--- src/hdl/dma_pkg.sv ---
package dma_pkg;
    localparam int NumChannels = 4;
    localparam int AddrWidth = 24;
    localparam int RegAddrWidth = 8;
    // Register map: global registers, then one eight-word window per channel.
    localparam logic [7:0] CtrlOffset = 8'h00;
    localparam logic [7:0] StatusOffset = 8'h01;
    localparam logic [7:0] IdOffset = 8'h02;
    localparam logic [7:0] ChanBase = 8'h10;
    localparam logic [7:0] ChanStride = 8'h08;
    localparam logic [2:0] ChCtrlIdx = 3'h0;
    localparam logic [2:0] ChSrcIdx = 3'h1;
    localparam logic [2:0] ChDstIdx = 3'h2;
    localparam logic [2:0] ChLenIdx = 3'h3;
    localparam logic [2:0] ChRepIdx = 3'h4;
    localparam logic [2:0] ChTrigIdx = 3'h5;
    localparam logic [2:0] ChStatIdx = 3'h6;
    // Channel control fields.
    localparam int EnableBit = 0;
    localparam int SwTrigBit = 1;
    localparam int ReloadBit = 2;
    localparam int LinkBit = 3;
    localparam int SrcModeLsb = 4;
    localparam int DstModeLsb = 6;
    localparam int BurstLsb = 8;
    // Global control fields.
    localparam int RoundRobinBit = 0;
    localparam int CpuFirstBit = 1;
    // Channel status fields.
    localparam int DoneBit = 0;
    localparam int ErrBit = 1;
    localparam int BusyBit = 2;
    localparam logic [31:0] CtrlReset = 32'h0000_0000;
    localparam logic [7:0] DeviceIdValue = 8'h5A; // Arbitrary value.
    // Data space regions.
    localparam logic [23:0] NvmBase = 24'h00_1000;
    localparam logic [23:0] NvmLimit = 24'h00_1FFF;
    localparam logic [23:0] ProgBase = 24'h80_0000;
    typedef enum logic [1:0] {
        AddrFixed = 2'b00,
        AddrInc = 2'b01,
        AddrDec = 2'b10
    } addr_mode_type;
    typedef enum logic [2:0] {
        StIdle = 3'b000,
        StRead = 3'b001,
        StWrite = 3'b010,
        StNext = 3'b011
    } dma_state_type;
endpackage : dma_pkg

--- src/hdl/dma_arbiter.sv ---
module dma_arbiter #(
    parameter int N = 4
) (
    input wire logic clk,
    input wire logic rstSync_n,
    input wire logic [N-1:0] request,
    input wire logic roundRobin,
    input wire logic advance,
    output logic [1:0] grantIdx,
    output logic grantValid
);
    logic [1:0] lastGrant_ff;

    always_ff @(posedge clk or negedge rstSync_n) begin
        if (!rstSync_n) begin
            lastGrant_ff <= 2'h3;
        end else if (advance) begin
            lastGrant_ff <= grantIdx;
        end
    end

    // Fixed mode favours channel 0; rotating mode starts after the last win.
    always_comb begin
        logic [1:0] idx;
        idx = 2'h0;
        grantIdx = 2'h0;
        grantValid = 1'b0;
        for (int k = N - 1; k >= 0; k--) begin
            idx = roundRobin ? 2'(lastGrant_ff + 2'(k) + 2'h1) : 2'(k);
            if (request[idx]) begin
                grantIdx = idx;
                grantValid = 1'b1;
            end
        end
    end
endmodule : dma_arbiter

--- src/hdl/dma_addr_step.sv ---
module dma_addr_step #(
    parameter int W = 24
) (
    input wire logic [W-1:0] addr,
    input wire logic [1:0] mode,
    output logic [W-1:0] nxtAddr
);
    always_comb begin
        case (mode)
            dma_pkg::AddrInc: nxtAddr = W'(addr + 1'b1);
            dma_pkg::AddrDec: nxtAddr = W'(addr - 1'b1);
            default: nxtAddr = addr;
        endcase
    end
endmodule : dma_addr_step

--- src/hdl/direct_memory_mover.sv ---
// What this block does
// - Four channels each hold their own separate configuration registers.
// - A block is one byte up to 64 KiB long, set by the length register.
// - A repeat counter reissues the block so a transaction reaches 255 blocks, just under 16 MiB.
// - Source and destination each step up, down or stay, independently.
// - With reload set, finishing restores the starting addresses.
// - A grant moves a burst of one, two, four or eight bytes.
// - Software chooses fixed or rotating priority between channels.
// - A linked channel starts its partner when it finishes, and back.
// - Transfers use the shared data bus through a request and grant.
// - Peripheral registers are reached as plain data space addresses.
// - Any pairing of memory and peripheral addresses may be moved.
// - Reads from the mapped nonvolatile data region are allowed.
// - Writes to that region and any program space access are refused.
// - A channel starts on a peripheral request, an event or software.
// - Each channel has its own trigger inputs selected per channel.
// - The processor keeps or yields the bus by a fixed global choice.
module direct_memory_mover #(
    parameter int NumCh = dma_pkg::NumChannels,
    parameter int AW = dma_pkg::AddrWidth
) (
    input wire logic clk,
    input wire logic rst_n,
    input wire logic [7:0] regAddr,
    input wire logic [31:0] regWdata,
    input wire logic regWrite,
    input wire logic regRead,
    output logic [31:0] regRdata,
    input wire logic [NumCh*4-1:0] periphReq,
    input wire logic [NumCh*4-1:0] eventReq,
    input wire logic cpuBusReq,
    output logic busReq,
    input wire logic busGrant,
    output logic [AW-1:0] busAddr,
    output logic [7:0] busWdata,
    output logic busWrite,
    output logic busRead,
    input wire logic [7:0] busRdata
);
    logic rstMeta_ff;
    logic rstSync_n;
    logic [31:0] glbCtrl_ff;
    logic [15:0] chCtrl_ff [NumCh];
    logic [AW-1:0] srcStart_ff [NumCh];
    logic [AW-1:0] dstStart_ff [NumCh];
    logic [AW-1:0] srcAddr_ff [NumCh];
    logic [AW-1:0] dstAddr_ff [NumCh];
    logic [15:0] blkLen_ff [NumCh];
    logic [16:0] blkCnt_ff [NumCh];
    logic [7:0] repeat_ff [NumCh];
    logic [7:0] repCnt_ff [NumCh];
    logic [7:0] trigSel_ff [NumCh];
    logic [NumCh-1:0] pending_ff;
    logic [NumCh-1:0] done_ff;
    logic [NumCh-1:0] err_ff;
    logic [NumCh*8-1:0] trigSync1_ff;
    logic [NumCh*8-1:0] trigSync2_ff;
    logic [NumCh-1:0] trigPrev_ff;
    logic [NumCh-1:0] trigRaw;
    logic [NumCh-1:0] chanReq;
    dma_pkg::dma_state_type state_ff;
    logic [1:0] curCh_ff;
    logic [3:0] burstCnt_ff;
    logic [7:0] dataHold_ff;
    logic [1:0] grantIdx;
    logic grantValid;
    logic [AW-1:0] nxtSrc;
    logic [AW-1:0] nxtDst;
    logic chanFinish;
    logic blockEnd;
    logic illegal;
    logic [1:0] rdCh;

    function automatic logic [3:0] burstBytes(input logic [1:0] code);
        burstBytes = 4'(1 << code);
    endfunction : burstBytes

    function automatic logic inNvm(input logic [AW-1:0] a);
        inNvm = (a >= dma_pkg::NvmBase) && (a <= dma_pkg::NvmLimit);
    endfunction : inNvm

    function automatic logic refused(input logic [AW-1:0] s,
        input logic [AW-1:0] d);
        refused = (s >= dma_pkg::ProgBase) || (d >= dma_pkg::ProgBase) ||
            inNvm(d);
    endfunction : refused

    always_ff @(posedge clk or negedge rst_n) begin
        if (!rst_n) begin
            rstMeta_ff <= 1'b0;
            rstSync_n <= 1'b0;
        end else begin
            rstMeta_ff <= 1'b1;
            rstSync_n <= rstMeta_ff;
        end
    end

    // Each channel picks one of four peripheral lines or one of four events.
    // Lines are synchronised before the select; a select change onto a high line reads as an edge.
    for (genvar c = 0; c < NumCh; c++) begin : g_trig
        always_comb begin
            if (trigSel_ff[c][2]) begin
                trigRaw[c] = trigSync2_ff[NumCh*4 + c*4 +
                    32'(trigSel_ff[c][1:0])];
            end else begin
                trigRaw[c] = trigSync2_ff[c*4 +
                    32'(trigSel_ff[c][1:0])];
            end
        end
    end

    always_ff @(posedge clk or negedge rstSync_n) begin
        if (!rstSync_n) begin
            trigSync1_ff <= '0;
            trigSync2_ff <= '0;
            trigPrev_ff <= '0;
        end else begin
            trigSync1_ff <= {eventReq, periphReq};
            trigSync2_ff <= trigSync1_ff;
            trigPrev_ff <= trigRaw;
        end
    end

    dma_arbiter #(
        .N(NumCh)
    ) u_arb (
        .clk(clk),
        .rstSync_n(rstSync_n),
        .request(chanReq),
        .roundRobin(glbCtrl_ff[dma_pkg::RoundRobinBit]),
        .advance(state_ff == dma_pkg::StIdle && grantValid && busGrant &&
            busReq),
        .grantIdx(grantIdx),
        .grantValid(grantValid)
    );

    dma_addr_step #(.W(AW)) u_src (
        .addr(srcAddr_ff[curCh_ff]),
        .mode(chCtrl_ff[curCh_ff][dma_pkg::SrcModeLsb +: 2]),
        .nxtAddr(nxtSrc)
    );

    dma_addr_step #(.W(AW)) u_dst (
        .addr(dstAddr_ff[curCh_ff]),
        .mode(chCtrl_ff[curCh_ff][dma_pkg::DstModeLsb +: 2]),
        .nxtAddr(nxtDst)
    );

    always_comb begin
        for (int c = 0; c < NumCh; c++) begin
            chanReq[c] = pending_ff[c] && chCtrl_ff[c][dma_pkg::EnableBit];
        end
    end

    // The processor holding the bus with priority set stalls the engine.
    assign busReq = (|chanReq) && !(cpuBusReq &&
        glbCtrl_ff[dma_pkg::CpuFirstBit]);
    assign blockEnd = (blkCnt_ff[curCh_ff] == 17'h1);
    assign chanFinish = blockEnd && (repCnt_ff[curCh_ff] <= 8'h1);
    // Program space is never touched; nonvolatile data is read only.
    assign illegal = refused(srcAddr_ff[curCh_ff],
        dstAddr_ff[curCh_ff]);
    // Channel windows start above the global registers.
    assign rdCh = 2'((regAddr - dma_pkg::ChanBase) >> 3);

    always_ff @(posedge clk or negedge rstSync_n) begin
        if (!rstSync_n) begin
            state_ff <= dma_pkg::StIdle;
            curCh_ff <= 2'h0;
            burstCnt_ff <= 4'h0;
            dataHold_ff <= 8'h00;
        end else begin
            case (state_ff)
                dma_pkg::StIdle: begin
                    if (grantValid && busGrant && busReq) begin
                        curCh_ff <= grantIdx;
                        burstCnt_ff <= burstBytes(
                            chCtrl_ff[grantIdx][dma_pkg::BurstLsb +: 2]);
                        state_ff <= dma_pkg::StRead;
                    end
                end
                dma_pkg::StRead: begin
                    state_ff <= illegal ? dma_pkg::StIdle : dma_pkg::StWrite;
                end
                dma_pkg::StWrite: begin
                    dataHold_ff <= busRdata;
                    state_ff <= dma_pkg::StNext;
                end
                dma_pkg::StNext: begin
                    burstCnt_ff <= 4'(burstCnt_ff - 4'h1);
                    if (blockEnd || burstCnt_ff == 4'h1) begin
                        state_ff <= dma_pkg::StIdle;
                    end else begin
                        state_ff <= dma_pkg::StRead;
                    end
                end
                default: state_ff <= dma_pkg::StIdle;
            endcase
        end
    end

    // Bus outputs: read in StRead, write the captured byte in StNext.
    always_ff @(posedge clk or negedge rstSync_n) begin
        if (!rstSync_n) begin
            busAddr <= '0;
            busWdata <= 8'h00;
            busRead <= 1'b0;
            busWrite <= 1'b0;
        end else begin
            busRead <= 1'b0;
            busWrite <= 1'b0;
            if (state_ff == dma_pkg::StIdle && grantValid && busGrant &&
                    busReq && !refused(srcAddr_ff[grantIdx],
                    dstAddr_ff[grantIdx])) begin
                busAddr <= srcAddr_ff[grantIdx];
                busRead <= 1'b1;
            end else if (state_ff == dma_pkg::StWrite) begin
                busAddr <= dstAddr_ff[curCh_ff];
                busWdata <= busRdata;
                busWrite <= 1'b1;
            end else if (state_ff == dma_pkg::StNext && !blockEnd &&
                    burstCnt_ff != 4'h1 && !refused(nxtSrc, nxtDst)) begin
                busAddr <= nxtSrc;
                busRead <= 1'b1;
            end
        end
    end

    always_ff @(posedge clk or negedge rstSync_n) begin
        if (!rstSync_n) begin
            glbCtrl_ff <= dma_pkg::CtrlReset;
        end else if (regWrite && regAddr == dma_pkg::CtrlOffset) begin
            glbCtrl_ff <= regWdata;
        end
    end

    // Configuration and counters; later assignments win, so a hardware set
    // of done or error beats a software clear in the same cycle.
    for (genvar c = 0; c < NumCh; c++) begin : g_chan
        localparam logic [7:0] Base = 8'(dma_pkg::ChanBase +
            dma_pkg::ChanStride * c);
        logic hit;
        logic active;
        assign hit = regWrite && regAddr[7:3] == Base[7:3];
        assign active = (curCh_ff == 2'(c));
        always_ff @(posedge clk or negedge rstSync_n) begin
            if (!rstSync_n) begin
                chCtrl_ff[c] <= 16'h0000;
                srcStart_ff[c] <= '0;
                dstStart_ff[c] <= '0;
                srcAddr_ff[c] <= '0;
                dstAddr_ff[c] <= '0;
                blkLen_ff[c] <= 16'h0000;
                blkCnt_ff[c] <= 17'h0_0000;
                repeat_ff[c] <= 8'h00;
                repCnt_ff[c] <= 8'h00;
                trigSel_ff[c] <= 8'h00;
                pending_ff[c] <= 1'b0;
                done_ff[c] <= 1'b0;
                err_ff[c] <= 1'b0;
            end else begin
                if (hit) begin
                    case (regAddr[2:0])
                        dma_pkg::ChCtrlIdx: begin
                            chCtrl_ff[c] <= regWdata[15:0];
                            if (regWdata[dma_pkg::SwTrigBit]) begin
                                pending_ff[c] <= 1'b1;
                            end
                        end
                        dma_pkg::ChSrcIdx: begin
                            srcStart_ff[c] <= regWdata[AW-1:0];
                            srcAddr_ff[c] <= regWdata[AW-1:0];
                        end
                        dma_pkg::ChDstIdx: begin
                            dstStart_ff[c] <= regWdata[AW-1:0];
                            dstAddr_ff[c] <= regWdata[AW-1:0];
                        end
                        dma_pkg::ChLenIdx: begin
                            // Zero stands for a full 64 KiB block.
                            blkLen_ff[c] <= regWdata[15:0];
                            blkCnt_ff[c] <= (regWdata[15:0] == 16'h0000) ?
                                17'h1_0000 : {1'b0, regWdata[15:0]};
                        end
                        dma_pkg::ChRepIdx: begin
                            repeat_ff[c] <= regWdata[7:0];
                            repCnt_ff[c] <= regWdata[7:0];
                        end
                        dma_pkg::ChTrigIdx: trigSel_ff[c] <= regWdata[7:0];
                        dma_pkg::ChStatIdx: begin
                            if (regWdata[dma_pkg::DoneBit]) begin
                                done_ff[c] <= 1'b0;
                            end
                            if (regWdata[dma_pkg::ErrBit]) begin
                                err_ff[c] <= 1'b0;
                            end
                        end
                        default: ;
                    endcase
                end
                if (trigRaw[c] && !trigPrev_ff[c]) begin
                    pending_ff[c] <= 1'b1;
                end
                if (active && state_ff == dma_pkg::StRead && illegal) begin
                    err_ff[c] <= 1'b1;
                    pending_ff[c] <= 1'b0;
                    chCtrl_ff[c][dma_pkg::EnableBit] <= 1'b0;
                end
                if (active && state_ff == dma_pkg::StNext) begin
                    srcAddr_ff[c] <= nxtSrc;
                    dstAddr_ff[c] <= nxtDst;
                    blkCnt_ff[c] <= 17'(blkCnt_ff[c] - 17'h1);
                    if (blockEnd) begin
                        pending_ff[c] <= 1'b0;
                        blkCnt_ff[c] <= (blkLen_ff[c] == 16'h0000) ?
                            17'h1_0000 : {1'b0, blkLen_ff[c]};
                        repCnt_ff[c] <= 8'(repCnt_ff[c] - 8'h1);
                        if (repCnt_ff[c] > 8'h1) begin
                            pending_ff[c] <= 1'b1;
                        end
                    end
                    if (chanFinish) begin
                        done_ff[c] <= 1'b1;
                        pending_ff[c] <= 1'b0;
                        chCtrl_ff[c][dma_pkg::EnableBit] <= 1'b0;
                        repCnt_ff[c] <= repeat_ff[c];
                        if (chCtrl_ff[c][dma_pkg::ReloadBit]) begin
                            srcAddr_ff[c] <= srcStart_ff[c];
                            dstAddr_ff[c] <= dstStart_ff[c];
                        end
                    end
                end
                // Partner of an even channel is the next odd one and back.
                if (state_ff == dma_pkg::StNext && chanFinish &&
                        curCh_ff == 2'(c ^ 1) &&
                        chCtrl_ff[c ^ 1][dma_pkg::LinkBit]) begin
                    chCtrl_ff[c][dma_pkg::EnableBit] <= 1'b1;
                    pending_ff[c] <= 1'b1;
                end
            end
        end
    end

    always_ff @(posedge clk or negedge rstSync_n) begin
        if (!rstSync_n) begin
            regRdata <= 32'h0000_0000;
        end else begin
            regRdata <= 32'h0000_0000;
            if (regRead) begin
                if (regAddr == dma_pkg::CtrlOffset) begin
                    regRdata <= glbCtrl_ff;
                end else if (regAddr == dma_pkg::StatusOffset) begin
                    regRdata <= {24'h0, pending_ff, done_ff | err_ff};
                end else if (regAddr == dma_pkg::IdOffset) begin
                    regRdata <= {24'h0, dma_pkg::DeviceIdValue};
                end else if (regAddr >= dma_pkg::ChanBase &&
                        regAddr < 8'h30) begin
                    case (regAddr[2:0])
                        dma_pkg::ChCtrlIdx:
                            regRdata <= {16'h0, chCtrl_ff[rdCh]};
                        dma_pkg::ChSrcIdx:
                            regRdata <= {8'h0, srcAddr_ff[rdCh]};
                        dma_pkg::ChDstIdx:
                            regRdata <= {8'h0, dstAddr_ff[rdCh]};
                        dma_pkg::ChLenIdx:
                            regRdata <= {15'h0, blkCnt_ff[rdCh]};
                        dma_pkg::ChRepIdx:
                            regRdata <= {24'h0, repCnt_ff[rdCh]};
                        dma_pkg::ChTrigIdx:
                            regRdata <= {24'h0, trigSel_ff[rdCh]};
                        dma_pkg::ChStatIdx:
                            regRdata <= {29'h0, pending_ff[rdCh],
                                err_ff[rdCh], done_ff[rdCh]};
                        default: regRdata <= 32'h0000_0000;
                    endcase
                end
            end
        end
    end
endmodule : direct_memory_mover

--- config.mk ---
export PLATFORM = sky130hd
export DESIGN_NAME = direct_memory_mover
export DESIGN_NICKNAME = d
export VERILOG_FILES = /design/src/hdl/dma_pkg.sv /design/src/hdl/dma_arbiter.sv /design/src/hdl/dma_addr_step.sv /design/src/hdl/direct_memory_mover.sv
export SDC_FILE = /design/constraint.sdc
export NUM_CORES = 2
export LEC_CHECK = 0
export BUFFER_PORTS_ARGS = -buffer_cell sky130_fd_sc_hd__buf_2
export CAP_MARGIN = 5
export CORE_ASPECT_RATIO = 0.6
export CORE_MARGIN = 2
export CORE_UTILIZATION = 30
export DETAILED_ROUTE_END_ITERATION = 8
export SYNTH_ARGS = -nofsm -noshare
export SYNTH_HDL_FRONTEND = slang
export SYNTH_SLANG_ARGS = --single-unit
--- constraint.sdc ---
create_clock -name clk -period 32.2 [get_ports clk]
set_clock_uncertainty 0.1 [all_clocks]
set_input_delay 1.61 -clock clk [delete_from_list [all_inputs] [get_ports clk]]
set_output_delay 1.61 -clock clk [all_outputs]
set_load 0.05 [all_outputs]
# [After elaboration in Yosys (flattened, before gate mapping)]
# Index checks and enable logic that the tools add are counted.
[totals] input_bits=86 ff_bits=867 wordCells=589 out_inout_bits=67
[op_classes] bitwise_logic=5 n_reduce_logical=148 shifts=1 muxes=276 add_sub_neg=27 n_lt_le_gt_ge=35 eq_ne=26
[op_table] cell="24-bit two-way mux" n=52
[op_table] cell="17-bit two-way mux" n=22
[op_table] cell="24-bit binary-select mux with 2-bit select" n=6
[op_table] cell="8-bit two-way mux" n=28
[op_table] cell="24-bit one-hot mux with 7 select lines" n=1
[op_table] cell="24-bit >= comparator, second input constant" n=6
[op_table] cell="1-bit two-way mux" n=123
[op_table] cell="16-bit binary-select mux with 2-bit select" n=3
[op_table] cell="24-bit one-hot mux with 2 select lines" n=2
[op_table] cell="16-bit logical NOT" n=5
[op_table] cell="2-bit AND reduction" n=39
[op_table] cell="24-bit by 13-bit >= comparator with 1-bit output, second input constant" n=3
[op_table] cell="24-bit by 13-bit less-or-equal comparator with 1-bit output, second input constant" n=3
[op_table] cell="17-bit binary-select mux with 2-bit select" n=2
[op_table] cell="17-bit by 1-bit subtractor with 17-bit output, second input constant" n=4
[op_table] cell="32-bit two-way mux" n=2
[op_table] cell="2-bit nonzero test" n=29
[op_table] cell="1-bit logical AND" n=50
[op_table] cell="24-bit by 1-bit adder with 24-bit output, second input constant" n=2
[op_table] cell="8-bit binary-select mux with 2-bit select" n=3
[op_table] cell="24-bit by 1-bit subtractor with 24-bit output, second input constant" n=2
[op_table] cell="1-bit binary-select mux with 5-bit select" n=7
[op_table] cell="8-bit by 1-bit greater-than comparator with 1-bit output, second input constant" n=4
[op_table] cell="16-bit two-way mux" n=2
[op_table] cell="49 further kinds" n=118

# [Logic depth before layout (Yosys ltp)]
[logic_depth] depth_word=20 mapped_depth=28 depth_no_buf=17

# [Modules after synthesis]
# From an unflattened synthesis, not the netlist that was laid out.
[hier_totals] cells_unflattened=4986 hier_area_um2=49766.5
[modules_own_cells] module="direct_memory_mover" area_each_um2=45591.2 cells_each=4368 n_inst=1 seq_area_each_um2=21620.7
[modules_own_cells] module="dma_addr_step" area_each_um2=1936.9 cells_each=290 n_inst=2 seq_area_each_um2=0.0
[modules_own_cells] module="dma_arbiter" area_each_um2=301.5 cells_each=38 n_inst=1 seq_area_each_um2=52.6

# [Worst setup path after synthesis]
# No wires, ideal clock.
[synth_timing] kind="register -> register" start="register curCh_ff[0]" end="register busAddr[10]" path_stages_with_launch=26 path_buffers=10 arrival_time_ns=6.879 path_slack_ns=25.096 setup_time_ns=0.125 synth_period_minus_slack_ns=7.104 cell_sequence="dfrtp_1 > buf_6 > buf_6 > buf_1 > buf_1 > clkbuf_1 > mux4_2 > ha_1 > clkbuf_1 > inv_1 > clkbuf_1 > clkbuf_1 > buf_1 > xnor2_1 > ha_1 > o41ai_2 > nor3_4 > a21oi_1 > o21ai_0 > a211oi_1 > o21ai_0 > nor4_2 > a41o_2 > and2_4 > buf_12 > mux2_4"
[synth_between] elab_chain_len=12
[synth_rtl] item="start: declaration" line_no="direct_memory_mover.sv:62" source="logic [1:0] curCh_ff;"
[synth_rtl] item="start signal: assignment" line_no="direct_memory_mover.sv:176" source="curCh_ff <= grantIdx;"
[synth_rtl] item="2-bit inverter with 3-bit output (implied by the code) (*)"
[synth_rtl] item="24-bit binary-select mux with 2-bit select, or another cell as far along" line_no="direct_memory_mover.sv:138" source=".addr(srcAddr_ff[curCh_ff]),"
[synth_rtl] item="24-bit two-way mux (implied by the code), or another cell as far along (2 in series)" line_no="direct_memory_mover.sv:138"
[synth_rtl] item="24-bit by 1-bit subtractor with 24-bit output, or another cell as far along" line_no="dma_addr_step.sv:11" source="dma_pkg::AddrDec: nxtAddr = W'(addr - 1'b1);"
[synth_rtl] item="24-bit one-hot mux with 2 select lines" line_no="dma_addr_step.sv:9" source="case (mode)"
[synth_rtl] item="24-bit >= comparator, or another cell as far along" line_no="direct_memory_mover.sv:84" source="refused = (s >= dma_pkg::ProgBase) || (d >= dma_pkg::ProgBase) ||"
[synth_rtl] item="1-bit logical OR or 1-bit logical AND (tied branches)" line_no="direct_memory_mover.sv:84, direct_memory_mover.sv:79"
[synth_rtl] item="1-bit logical OR" line_no="direct_memory_mover.sv:84"
[synth_rtl] item="1-bit logical NOT" line_no="direct_memory_mover.sv:222" source="burstCnt_ff != 4'h1 && !refused(nxtSrc, nxtDst)) begin"
[synth_rtl] item="1-bit logical AND" line_no="direct_memory_mover.sv:222"
[synth_rtl] item="3-bit nonzero test (no line)"
[synth_rtl] item="end signal: assignment" line_no="direct_memory_mover.sv:215" source="busAddr <= srcAddr_ff[grantIdx];"
[synth_rtl] item="end signal: assignment" line_no="direct_memory_mover.sv:218" source="busAddr <= dstAddr_ff[curCh_ff];"
[synth_rtl] item="end signal: assignment" line_no="direct_memory_mover.sv:223" source="busAddr <= nxtSrc;"
[synth_rtl] item="end: declaration" line_no="direct_memory_mover.sv:34" source="output logic [AW-1:0] busAddr,"
# Every way passes the cells marked *; elsewhere a longest branch is shown, timed or not. The select of a mux whose other input is x is not followed.
# A chain may end at the register's enable or synchronous reset.

# [Final worst setup path]
[layout_timing] start="register curCh_ff[1]" end="register busAddr[0]"
# Same word-level chain as after synthesis.

==> reports/results.txt <==
Clk buf depth - 3
Crit start category - flop
Routed vias/inst - 5.769
Period utilization - 0.2200
H-tree Lvls - 3
RSZ-0062 raised after global routing - no
CTS tree - done
Crit. End Element - flop
Prevailing post-synth register cell - dfrtp_1
Multiplexer share of the synthesized area - 0.1538
Clock sink count - 866
Via count - 41400
Fillers - 15800
Gpl congestion - 0.9492
Class of the worst hold path - reg -> reg
Sequential area share after synthesis - 0.4579
Pleak - 24.77 nW
Net count after synthesis - 5157
Async set-reset flop share out of synthesis - 1.000
Postcts setup bufs - 0
Initial antenna violation count - 22
CTS Hold Bufs - 0
Rows - 112
Die X - 516.8 µm
Worst path cell trace - buf_4 > mux4_2 > ha_1 > buf_4 > inv_1 > xnor2_1 > ha_1 > o41ai_2 > nor3_4 > a21oi_1 > o21ai_0 > a211oi_1 > o21ai_0 > nor4_2 > a41o_2 > and2_4 > mux2_2
Mapped Area - 47330 µm²
Post-Synth Simple-Gate Area - 0.2051
Max VDD drop - 0.00006818 V
Ports - 153
GRT Total Usage - 0.2280
Total gr overflow - 0
Final Max Tran Viols - 0
DRC viols - 0
Synth Area in Adders - 0.01338
Root Driver - clkbuf_16
Nets - 5124
Initial core utilization - 0.3032
Area delta synth->final - 12.95%
Library cells used by synthesis - 94
Status - complete, no violations
Port buffer count - 152
Layout cells sized above 1 - 0.1595
Syn Area/Cell - 9.427 µm²
Initial DRC count - 5857
Synthesized instance count - 5021
Clk pin slew, worst setup/hold paths - 70 ps
Critical path class - reg -> reg
Post-CTS resize count - 0
DRT Pass-1 Iters - 6
Critical path data required time - 32700 ps
Worst Path Max Fanout - 37
Routed len/inst - 26.07 µm
Main combinational cell family by area after synthesis - simple AND/OR/NAND/NOR gates
Post-route ant nets - 0
Highest clock rate - 141.2 MHz
CTS Buf Count - 91
Total negative slack - 0 ps
Relative slew margins - 0.1409
Die Area - 161100 µm²
Pin count of the biggest net entering global routing - 185
Register bit total from synthesis - 866
Number of global-route vias before repair - 38590
Slowest stage delay, CP - 850 ps
Hold Fails Final Rpt - 0
CP arrival - 7580 ps
Dpl cell area - 50200 µm²
Die span in y - 311.7 µm
Pwr/cell area - 67.65 nW/µm²
Clk_lat worst skew - 740 ps
Fin crit period - 7083 ps
Core Area - 156100 µm²
Xor/xnor share of the synthesized area - 0.02324
Synth Area in Compound Gates - 0.1127
Yosys warns - 0
First-pass GRT wire length - 273.4 mm
MaxCap Viol Count - 0
Worst Max-Slew Pin Slew - 1289 ps
Final setup vio count - 0
Final instance area - 53460 µm²
DRT Wirelength - 187.0 mm
DP Wirelength - 121.7 mm
EDFF count, synth - 0
Slowest cell on the critical path - dfrtp_4
cells in the final DEF (no fill, tap or decap), types with 24 or more instances in the layout:
| cell type | n |
|---|---|
| nor2_1 | 230 |
| nand3_1 | 87 |
| ha_1 | 49 |
| mux4_2 | 163 |
| a21oi_1 | 260 |
| inv_1 | 42 |
| buf_4 | 89 |
| clkbuf_16 | 93 |
| nand2_1 | 1416 |
| nor3_1 | 58 |
| clkinv_2 | 24 |
| a31oi_1 | 106 |
| buf_2 | 150 |
| mux2_2 | 152 |
| a22oi_1 | 46 |
| nor4_1 | 53 |
| xnor2_1 | 85 |
| nand2b_1 | 26 |
| xor2_1 | 38 |
| and3_1 | 196 |
| o21ai_0 | 146 |
| dfrtp_1 | 861 |
| mux2i_1 | 157 |
| nand4_1 | 26 |
| a211oi_1 | 92 |
Yosys cell counts, types with 20 or more instances:
master | count | area [µm²]
nand4_1 | 26 | 162.7
a22oi_1 | 46 | 345.3
nor3_1 | 62 | 310.3
and3_1 | 201 | 1257
a21oi_1 | 261 | 1306
nand3_1 | 88 | 440.4
inv_1 | 42 | 157.7
a31oi_1 | 108 | 675.7
mux2_4 | 20 | 300.3
xor2_1 | 38 | 332.8
nand2_1 | 1432 | 5375
o21ai_0 | 147 | 735.7
nor2_1 | 239 | 897.1
ha_1 | 49 | 613.1
mux2_2 | 152 | 1712
dfrtp_1 | 864 | 21620
mux2i_1 | 157 | 1572
clkbuf_1 | 313 | 1175
a21o_1 | 21 | 157.7
buf_1 | 45 | 168.9
a211oi_1 | 92 | 690.7
xnor2_1 | 85 | 744.5
mux4_2 | 163 | 3671
nor4_1 | 53 | 331.6
nand2b_1 | 26 | 162.7
stage by stage:
stage               instances  hold WS, ps  setup slack, ps  total power, mW    util
CTS                      7175        228.7            25400            3.593  0.3425
finish                   7176        230.5            25120            3.617  0.3425
global placement         7004        232.4            25550            2.408  0.3216
global route             7175        250.4            24960            3.764  0.3425
detailed placement       7004        234.7            25480            2.419  0.3216
floorplan                5021        231.2             6177            2.054       -
metal layers:
metal,global-route usage,wire [µm]
met1,0.3435,81490
met2,0.2948,71730
met3,0.09462,29060
met4,0.05432,4644
met5,0,126
kinds of logic (layout without fill, tap and decap cells):
kind of cell / count (synthesis) / count (layout)
and+or+nand+nor: 2232 / 2232
DFF: 866 / 866
AOI/OAI and AO/OA: 843 / 843
muxes: 493 / 493
buffers and inverters: 412 / 457
xor gates and xnor gates: 124 / 124
adders and majority gates: 50 / 50
other: 1 / 2
worst max-delay path, delay by kind of cell, from the launching register on:
kind,cells,cell delay (ps)
AO/OA/AOI/OAI,6,2440
XOR/XNOR,1,160
adder cells (fa/ha/maj),2,380
buffers and inverters,3,1220
flip-flops,1,850
multiplexers,2,750
AND/OR/NAND/NOR,3,980
state kept, by name, indices dropped and copies added, names as in the netlist, 4 cells and up:
signal / count
dstAddr_ff: 96
dstStart_ff: 96
srcAddr_ff: 96
srcStart_ff: 96
blkCnt_ff: 68
blkLen_ff: 64
chCtrl_ff: 64
glbCtrl_ff: 32
regRdata: 32
repCnt_ff: 32
repeat_ff: 32
trigSel_ff: 32
trigSync1_ff: 32
trigSync2_ff: 32
busAddr: 24
busWdata: 8
burstCnt_ff: 4
done_ff: 4
err_ff: 4
pending_ff: 4
trigPrev_ff: 4
report_power, final:
| group | leakage (nW) | switching (mW) | internal, mW |
|---|---|---|---|
| clock network | 1.61 | 0.501 | 0.673 |
| registers | 10.3 | 0.118 | 1.18 |
| logic | 12.8 | 0.746 | 0.402 |
area by class of cell:
type                       instances  area (µm²)  share of cell area
inverter                          44       165.2            0.003089
timing repair buffer             242        1470             0.02750
clock inverter                    50       683.2             0.01278
clock buffer                     121        2572             0.04812
sequential                       866       21680              0.4056
multi-input combinational       3743       24250              0.4535
antenna                            1       2.502          0.00004681
tap                             2109        2639             0.04936
final timing paths:
path	start	slack (ps)	endpoint	depth (start not counted)
setup / recovery	curCh_ff[1]	25120	busAddr[0]	17
max in group asynchronous	rstSync_n	28470	regRdata[18]	3
hold reg to reg	trigSync1_ff[23]	230	trigSync2_ff[23]	0
hold / removal	trigSync1_ff[23]	230	trigSync2_ff[23]	0
setup reg to reg	curCh_ff[1]	25120	busAddr[0]	17
min in group asynchronous	rstSync_n	350	regRdata[11]	0
No activity file was read; power rests on OpenSTA's default activity.
